[src/capture_pkg.sv]
// package: modes, positions and sizing constants for the capture controller
package capture_pkg;
    // write modes
    typedef enum logic [1:0] {
        MODE_CONTINUOUS,
        MODE_QUALIFIED,
        MODE_SEGMENTED
    } write_mode_t;
    // post-trigger fraction selects
    typedef enum logic [1:0] {
        POS_POST,   // 12% after trigger
        POS_CENTER, // 50% after trigger
        POS_PRE     // 88% after trigger
    } trig_pos_t;
    // post-fill fractions in eighths of the depth
    localparam int POST_EIGHTHS_12 = 1;
    localparam int POST_EIGHTHS_50 = 4;
    localparam int POST_EIGHTHS_88 = 7;
    localparam int EIGHTH_SHIFT    = 3;
    localparam int DEFAULT_DEPTH   = 64;
    localparam int DEFAULT_WIDTH   = 8;
    localparam int DEFAULT_SEGS    = 4;
    localparam int FIFO_DEPTH      = 16;
    // one probed sample with its trigger and qualifier inputs
    typedef struct packed {
        logic [DEFAULT_WIDTH-1:0] data;
        logic                     trig;
        logic                     qual;
    } probe_t;
    // one acquisition memory write
    typedef struct packed {
        logic [15:0]              addr;
        logic [DEFAULT_WIDTH-1:0] data;
        logic                     is_trigger;
    } mem_write_t;
endpackage

[src/capture_control.sv]
// file: sample fifo and acquisition write/trigger controller
`timescale 1ns/100ps
`default_nettype none
// What this block does
// three write modes: continuous, qualified, segmented, chosen before run
// continuous mode fills whole buffer before evaluating any trigger
// continuous mode: no readback before first fill; early stop dumps nothing
// segmented and qualified modes evaluate triggers from first written sample
// trigger before pre-trigger count is met triggers at once
// post position stores 12% of depth after trigger, eight at 64
// qualifier don't-care stores every sample
// qualified mode with always-store triggers on first matching sample
// next segment starts at post-fill end or next trigger, whichever first
// post-trigger fraction selectable: 12%, 50% or 88% of depth; segmented mode always uses half a segment
// after post-fill: stop writes, flag complete, hold until read or restart

// sample fifo: parameterised width and depth, valid/ready on both sides
module sample_fifo #(
    parameter int WIDTH = 8,
    parameter int DEPTH = 16
) (
    // clock and reset
    input  wire logic             clk,
    input  wire logic             sys_rst,
    // fill side
    input  wire logic             in_valid,
    output logic                  in_ready,
    input  wire logic [WIDTH-1:0] in_data,
    // drain side
    output logic                  out_valid,
    input  wire logic             out_ready,
    output logic      [WIDTH-1:0] out_data
);
    localparam int AW = $clog2(DEPTH);
    initial begin
        if (DEPTH < 2 || (1 << AW) != DEPTH) begin
            $error("sample_fifo depth must be a power of two >= 2");
        end
    end
    logic [WIDTH-1:0] store [DEPTH];
    logic [AW:0]      wptr;
    logic [AW:0]      rptr;
    logic [AW:0]      next_wptr;
    logic [AW:0]      next_rptr;
    logic             push;
    logic             pop;

    // full and empty from pointer compare
    always_comb begin
        in_ready  = (wptr - rptr) != (AW+1)'(DEPTH);
        out_valid = wptr != rptr;
        out_data  = store[rptr[AW-1:0]];
        push      = in_valid && in_ready;
        pop       = out_valid && out_ready;
        next_wptr = push ? wptr + 1'b1 : wptr;
        next_rptr = pop ? rptr + 1'b1 : rptr;
    end

    // pointers and storage
    always_ff @(posedge clk) begin
        if (sys_rst) begin
            wptr <= '0;
            rptr <= '0;
        end else begin
            wptr <= next_wptr;
            rptr <= next_rptr;
        end
        if (push) begin
            store[wptr[AW-1:0]] <= in_data;
        end
    end
endmodule

// acquisition write and trigger controller
module capture_control #(
    parameter int WIDTH = capture_pkg::DEFAULT_WIDTH,
    parameter int DEPTH = capture_pkg::DEFAULT_DEPTH,
    parameter int SEGS  = capture_pkg::DEFAULT_SEGS
) (
    // clock and reset
    input  wire logic                        clk,
    input  wire logic                        sys_rst,
    // probed signals from the design
    input  wire logic [WIDTH-1:0]            probe_data,
    input  wire logic                        basic_trigger_condition_one,
    input  wire logic                        qual_match,
    // run control from the debug host
    input  wire capture_pkg::write_mode_t    write_mode,
    input  wire capture_pkg::trig_pos_t      trig_pos,
    input  wire logic                        qual_dont_care,
    input  wire logic                        run_start,
    input  wire logic                        stop_request,
    input  wire logic                        readback_done,
    // acquisition memory write port
    output logic                             mem_we,
    output logic [$clog2(DEPTH)-1:0]         mem_addr,
    output logic [WIDTH-1:0]                 mem_data,
    output logic                             mem_is_trigger,
    // status
    output logic                             probe_ready,
    output logic                             acquiring,
    output logic                             triggered,
    output logic                             capture_done,
    output logic                             readback_allowed,
    output logic [$clog2(SEGS+1)-1:0]        segment
);
    localparam int AW = $clog2(DEPTH);
    localparam int SW = $clog2(SEGS+1);
    localparam int SEG_DEPTH = DEPTH / SEGS;
    initial begin
        if (DEPTH < 8 || (1 << AW) != DEPTH || SEGS < 1 ||
                DEPTH % SEGS != 0) begin
            $error("capture_control depth or segment count unsupported");
        end
    end

    typedef enum logic [2:0] {
        S_IDLE,
        S_PREFILL,
        S_ARMED,
        S_POSTFILL,
        S_DONE
    } state_t;

    // two-flop synchronisers for the probe pins
    localparam int PW = WIDTH + 2;
    logic [PW-1:0] sync_a;
    logic [PW-1:0] sync_b;
    always_ff @(posedge clk) begin
        if (sys_rst) begin
            sync_a <= '0;
            sync_b <= '0;
        end else begin
            sync_a <= {probe_data, basic_trigger_condition_one, qual_match};
            sync_b <= sync_a;
        end
    end

    // probe samples buffered before the controller
    logic          fifo_valid;
    logic          fifo_ready;
    logic [PW-1:0] fifo_data;
    sample_fifo #(
        .WIDTH (PW),
        .DEPTH (capture_pkg::FIFO_DEPTH)
    ) u_fifo (
        .clk       (clk),
        .sys_rst   (sys_rst),
        .in_valid  (1'b1),
        .in_ready  (probe_ready),
        .in_data   (sync_b),
        .out_valid (fifo_valid),
        .out_ready (fifo_ready),
        .out_data  (fifo_data)
    );

    state_t             state;
    state_t             next_state;
    logic [AW:0]        fill;
    logic [AW:0]        next_fill;
    logic [AW:0]        post;
    logic [AW:0]        next_post;
    logic [AW-1:0]      wr;
    logic [AW-1:0]      next_wr;
    logic [SW-1:0]      next_segment;
    logic               filled_once;
    logic               next_filled_once;
    logic               next_triggered;
    logic [AW:0]        post_target;
    logic [AW:0]        cap;
    logic               take;
    logic               store_it;
    logic               trig_hit;
    logic               segmented;
    logic               trig_mark;
    logic [AW-1:0]      wr_step;

    // post-fill target from selected fraction
    always_comb begin
        unique case (trig_pos)
            capture_pkg::POS_POST:   post_target = (AW+1)'(
                (DEPTH >> capture_pkg::EIGHTH_SHIFT) *
                capture_pkg::POST_EIGHTHS_12);
            capture_pkg::POS_CENTER: post_target = (AW+1)'(
                (DEPTH >> capture_pkg::EIGHTH_SHIFT) *
                capture_pkg::POST_EIGHTHS_50);
            default:                 post_target = (AW+1)'(
                (DEPTH >> capture_pkg::EIGHTH_SHIFT) *
                capture_pkg::POST_EIGHTHS_88);
        endcase
        segmented = write_mode == capture_pkg::MODE_SEGMENTED;
        if (segmented) begin
            post_target = (AW+1)'(SEG_DEPTH) >> 1;
            if (post_target == '0) begin
                post_target = (AW+1)'(1);
            end
        end
    end

    // next-state logic for the capture sequence
    always_comb begin
        next_state       = state;
        next_fill        = fill;
        next_post        = post;
        next_wr          = wr;
        next_segment     = segment;
        next_filled_once = filled_once;
        next_triggered   = triggered;
        cap      = segmented ? (AW+1)'(SEG_DEPTH) : (AW+1)'(DEPTH);
        wr_step  = segmented ? (wr & ~AW'(SEG_DEPTH - 1)) |
            ((wr + 1'b1) & AW'(SEG_DEPTH - 1)) : wr + 1'b1;
        take     = 1'b0;
        store_it = 1'b0;
        trig_hit = 1'b0;
        trig_mark = 1'b0;
        if (state == S_PREFILL || state == S_ARMED ||
                state == S_POSTFILL) begin
            take = fifo_valid;
            // qualifier gates storage in qualified mode unless don't care
            store_it = take && (write_mode != capture_pkg::MODE_QUALIFIED ||
                qual_dont_care || fifo_data[0]);
        end
        trig_hit = store_it && fifo_data[1];
        unique case (state)
            S_IDLE, S_DONE: begin
                // a finished buffer stays frozen until read back or restarted
                if (run_start) begin
                    next_state       = segmented ||
                        write_mode == capture_pkg::MODE_QUALIFIED ?
                        S_ARMED : S_PREFILL;
                    next_fill        = '0;
                    next_post        = '0;
                    next_wr          = '0;
                    next_segment     = '0;
                    next_filled_once = 1'b0;
                    next_triggered   = 1'b0;
                end else if (state == S_DONE && readback_done) begin
                    next_state = S_IDLE;
                end
            end
            S_PREFILL: begin
                // triggers ignored until the whole buffer is written
                if (store_it) begin
                    next_wr   = wr_step;
                    next_fill = fill + 1'b1;
                    if (fill + 1'b1 == cap) begin
                        next_state       = S_ARMED;
                        next_filled_once = 1'b1;
                    end
                end
            end
            S_ARMED: begin
                if (store_it) begin
                    next_wr = wr_step;
                    if (fill != cap) begin
                        next_fill = fill + 1'b1;
                    end
                    // trigger wins over any pre-trigger shortfall
                    if (trig_hit) begin
                        trig_mark      = 1'b1;
                        next_triggered = 1'b1;
                        next_post      = '0;
                        next_state     = S_POSTFILL;
                    end
                end
            end
            S_POSTFILL: begin
                if (store_it) begin
                    next_wr   = wr_step;
                    next_post = post + 1'b1;
                    if (segmented && trig_hit &&
                            segment + 1'b1 != SW'(SEGS)) begin
                        // next segment trigger preempts post-fill
                        trig_mark      = 1'b1;
                        next_segment   = segment + 1'b1;
                        next_wr = AW'((segment + 1'b1) * SEG_DEPTH);
                        next_post = '0;
                    end else if (post + 1'b1 == post_target) begin
                        if (segmented && segment + 1'b1 != SW'(SEGS)) begin
                            next_segment = segment + 1'b1;
                            next_wr = AW'((segment + 1'b1) * SEG_DEPTH);
                            next_state = S_ARMED;
                            next_fill  = '0;
                        end else begin
                            next_state       = S_DONE;
                            next_filled_once = 1'b1;
                        end
                    end
                end
            end
            default: next_state = S_IDLE;
        endcase
        // early stop during prefill keeps the buffer unoffered
        if (stop_request && state != S_IDLE && state != S_DONE) begin
            next_state = (filled_once || state != S_PREFILL) ?
                S_DONE : S_IDLE;
        end
    end

    // fifo drains only while acquiring; write port from flops
    assign fifo_ready = take;
    always_comb begin
        acquiring        = state == S_PREFILL || state == S_ARMED ||
            state == S_POSTFILL;
        capture_done     = state == S_DONE;
        readback_allowed = capture_done &&
            (filled_once || write_mode != capture_pkg::MODE_CONTINUOUS);
    end

    // control registers
    always_ff @(posedge clk) begin
        if (sys_rst) begin
            state       <= S_IDLE;
            fill        <= '0;
            post        <= '0;
            wr          <= '0;
            segment     <= '0;
            filled_once <= 1'b0;
            triggered   <= 1'b0;
            mem_we      <= 1'b0;
            mem_addr    <= '0;
            mem_data    <= '0;
            mem_is_trigger <= 1'b0;
        end else begin
            state       <= next_state;
            fill        <= next_fill;
            post        <= next_post;
            wr          <= next_wr;
            segment     <= next_segment;
            filled_once <= next_filled_once;
            triggered   <= next_triggered;
            mem_we      <= store_it;
            mem_addr    <= wr;
            mem_data    <= fifo_data[PW-1:2];
            mem_is_trigger <= trig_mark;
        end
    end
endmodule
`default_nettype wire

[config.mk]
export PLATFORM = sky130hd
export DESIGN_NAME = capture_control
export DESIGN_NICKNAME = d
export VERILOG_FILES = /design/src/capture_pkg.sv /design/src/capture_control.sv
export SDC_FILE = /design/constraint.sdc
export NUM_CORES = 1
export LEC_CHECK = 0
export ABC_AREA = 1
export BUFFER_PORTS_ARGS = -buffer_cell sky130_fd_sc_hd__buf_2
export CORE_AREA = 8 8 146 148
export DETAILED_ROUTE_END_ITERATION = 10
export DIE_AREA = 0 0 154 156
export GPL_TIMING_DRIVEN = 0
export PLACE_DENSITY_LB_ADDON = 0.1
export SLEW_MARGIN = 5
export SYNTH_ARGS = -nofsm -noshare
export SYNTH_HDL_FRONTEND = slang
export SYNTH_SLANG_ARGS = --single-unit
[constraint.sdc]
create_clock -name clk -period 2.19 [get_ports clk]
set_input_delay 0.1095 -clock clk [delete_from_list [all_inputs] [get_ports clk]]
set_output_delay 0.1095 -clock clk [all_outputs]
set_load 0.02 [all_outputs]
==> impl_metrics.csv <==
group,metric,value,unit
status,status,"finished, violations left",
status,violations,"negative setup slack",
synthesis,yosysTopAreaCellShare,47.10,%
clock_tree,clk_latency,0.51,ns
synthesis,synth-simple-area-share,17.09,%
synthesis,yosys.area.top_type,"edfxtp_1",
clock_tree,cts_tree,"yes",
grt,antenna_found_initial,0,
clock_tree,cts-root-buf,"clkbuf_16",
cells_and_area,layout-drive-gt1-share,23.10,%
placement,placed_area,10710,um^2
synthesis,synth_cell_types,44,
placement,gp_congestion,0.9066,
synthesis,yosysWarnings,0,
clock_tree,cts_buffer_depth,3,
floorplan,initial_core_util,53.47,%
clock_tree,cts.sinks,238,
floorplan,design.die.area,24020,um^2
routing,vias,7626,
routing,vias_per_cell,5.506,
power_and_ir_drop,powerDensity,1272,nW/um^2
synthesis,synth_edf_count,160,
synthesis,muxShareOfSynthArea,0,%
sta,fmax,0.4430,GHz
routing,routed_wl,26620,um
run,drv_cap,0,
synthesis,avgSynthCellArea,10.08,um^2
cells_and_area,finalNetCount,1167,
floorplan,die_width,154,um
worst_setup_path,path_class,"reg2reg",
grt,grt_pass1_vias,7399,
sta,tightest_slew,0.8323,ns
routing,avgRoutedWirePerCell,19.22,um
synthesis,synth_most_common_cell,"edfxtp_1",
sta,rsz0062_at_grt,"yes",
sta,setup_violations,90,
min_path,hp-class,"in2reg",
sta,min_period_over_period,103.1,%
grt,grt_max_degree,17,
cells_and_area,multi_input_area,3420,um^2
grt,gr-usage-all-layers,22.04,%
cells_and_area,diodes,0,
synthesis,ys_top_cells_by_area,"edfxtp_1, dfxtp_1, nor2_1, nand2_1, o21ai_0",
routing,drt-pass1-iter-count,5,
worst_setup_path,rr_worst_depth,14,
min_path,hp-start,"sys_rst",
synthesis,syn-cell-area,10200,um^2
placement,dp_cells,1292,
sta,layout_min_cycle_time,2.257,ns
cells_and_area,final_area,12530,um^2
synthesis,yosys.area_share.adder,2.208,%
power_and_ir_drop,vdd_drop_max,893.0,uV
worst_setup_path,rr_endpoint,"u_fifo.store[4][8]$_DFFE_PP_",
power_and_ir_drop,p_leak,4.916,nW
floorplan,row_count,51,
cells_and_area,seqCellArea,6387,um^2
sta,setup_ws,-0.06745,ns
floorplan,die_h,156,um
sta,hold_viol,0,
cells_and_area,area_delta_synth_final,22.79,%
synthesis,synth_top_family_by_area,"simple AND/OR/NAND/NOR gates",
min_path,whs_endpoint,"mem_addr[4]$_SDFF_PP0_",
routing,first_iter_violations,693,
worst_setup_path,cp.required,2.47,ns
worst_setup_path,start_kind,"flop",
floorplan,ios,44,
clock_tree,h-tree-depth,1,
synthesis,synth_flop_cell,"edfxtp_1",
routing,drc,0,
synthesis,synth_commonest_cells,"edfxtp_1, nor2_1, nand2_1",
synthesis,synthXorXnorAreaFrac,0.8586,%
clock_tree,cts_made_buffers,25,
worst_setup_path,r2r-start,"u_fifo.rptr[1]$_SDFFE_PP0P_",
worst_setup_path,cp_max_fo,5,
placement,hpwl,16560,um
min_path,worstHoldPathCells,2,
placement,port_buffers,42,
cells_and_area,stdcell_count,1385,
grt,overflow,0,
sta,drv_slew,0,
worst_setup_path,rrSetupSlack,-0.07,ns
worst_setup_path,critical_path_arrival,2.54,ns
synthesis,syn-num-nets,1050,
synthesis,ys_ff_latch,238,
synthesis,synth_compound_gate_area_share,10.55,%
sta,slew_headroom,44.52,%
cells_and_area,n_fill_cell,1469,
synthesis,seq_area_frac_synth,62.41,%
clock_tree,clkTransAtPathRegs,0.06,ns
synthesis,async_flop_share,0,%
worst_setup_path,crit_path_end_kind,"flop",
routing,ant_nets,0,
floorplan,core_area,19080,um^2
synthesis,syn-instance-count,1012,
sta,fin_skew,0.01210,ns
grt,grt_pass1_wl,40990,um
final cells by class:
class                           count  area share (%)
Inverter                          131           4.735
Sequential cell                   238           50.99
Tap cell                          238           2.377
Clock inverter                     10          0.8191
Buffer                             38           1.638
Timing Repair inverter              2          0.1099
Multi-Input combinational cell    605           27.30
Timing Repair Buffer               88           6.303
Clock buffer                       35           5.724
per-layer routing:
metal  GRT usage (%)  vias up  share of wire, %
met3           3.518       39               7.3
li1                -     3663                 -
met2           38.16      286                49
met4           5.226        0               1.9
met5               0        -                 0
met1           28.54     3638                42
state kept, by name, indices dropped and copies added (netlist names), 3 cells and up, named ones only:
register	count
sync_b	10
wr	6
u_fifo.rptr	5
mem_data	8
segment	3
mem_addr	6
state	3
sync_a	10
post	7
u_fifo.wptr	5
u_fifo.store	160
fill	7
logic make-up (layout without fill, tap and decap cells):
| kind of cell | count (synthesis) | count (layout) |
|---|---|---|
| flip-flops | 238 | 238 |
| adder cells (fa/ha/maj) | 18 | 18 |
| AO/OA/AOI/OAI | 185 | 185 |
| XOR/XNOR | 10 | 10 |
| AND/OR/NAND/NOR | 391 | 392 |
| buffers and inverters | 170 | 304 |
power by group:
group	total, mW	leakage (nW)	switching (mW)	internal [mW]
logic	5.92	2.37	3.73	2.19
registers	5.83	2.14	0.344	5.48
clock network	4.19	0.407	1.68	2.51
worst max path at each step:
stage,from,cells after the start,endpoint
global placement,u_fifo.rptr[1]$_SDFFE_PP0P_,12,u_fifo.store[5][5]$_DFFE_PP_
floorplan,u_fifo.rptr[1]$_SDFFE_PP0P_,14,u_fifo.wptr[4]$_SDFFE_PP0P_
finish,u_fifo.rptr[1]$_SDFFE_PP0P_,14,u_fifo.store[4][8]$_DFFE_PP_
detailed placement,u_fifo.rptr[1]$_SDFFE_PP0P_,12,u_fifo.store[6][5]$_DFFE_PP_
CTS,u_fifo.wptr[1]$_SDFFE_PP0P_,9,probe_ready
global route,u_fifo.rptr[1]$_SDFFE_PP0P_,10,probe_ready
cell usage in the layout (no fill, tap or decap), types with 17 or more instances in the layout:
cell type  Yosys  layout
edfxtp_1     160     160
nor2_1       156     151
nand2_1      135     120
inv_1        118      93
o21ai_0       93      83
dfxtp_1       78      67
buf_2          7      48
nand3_1       47      46
a21oi_1       35      32
clkbuf_16      0      27
o221ai_1      23      23
nand2_2        7      17
buf_4          0      17
repair_timing:
item	4_1_cts	5_1_grt
endpoints found under the setup margin	194	195
cloned	3	2
pin swaps	5	18
hold endpoints to repair	12	0
hold buffers	11	0
setup buffers	25	10
gates resized for setup	63	85
critical path: stages, from the launching register on:
cell and delay (ns):
dfxtp_2 0.33, inv_2 0.05, ha_4 0.24, inv_4 0.06
o21bai_4 0.07, a21oi_4 0.20, nor2_2 0.06, o21ai_2 0.21
nand4_4 0.13, buf_6 0.15, nand2_4 0.07, inv_6 0.05
nand2_4 0.06, clkinvlp_4 0.14, clkbuf_16 0.19
per-stage QoR:
stage / power [mW] / hold WS (ns) / utilization [%] / TNS (ns) / worst slack (ns)
4_1_cts: 15.21 / 0.02347 / 63.79 / -0.04879 / -0.04879
3_3_place_gp: 10.34 / 0.3136 / 56.15 / -52.10 / -0.4171
5_1_grt: 16.76 / 0.03395 / 65.65 / -13.89 / -0.1433
2_1_floorplan: 8.976 / 0.2165 / - / 0 / 0.009111
3_5_place_dp: 10.38 / 0.3194 / 56.15 / -59.14 / -0.4622
6_report: 15.94 / 0.03647 / 65.65 / -3.362 / -0.06745
(Power assumes the default switching activity.)
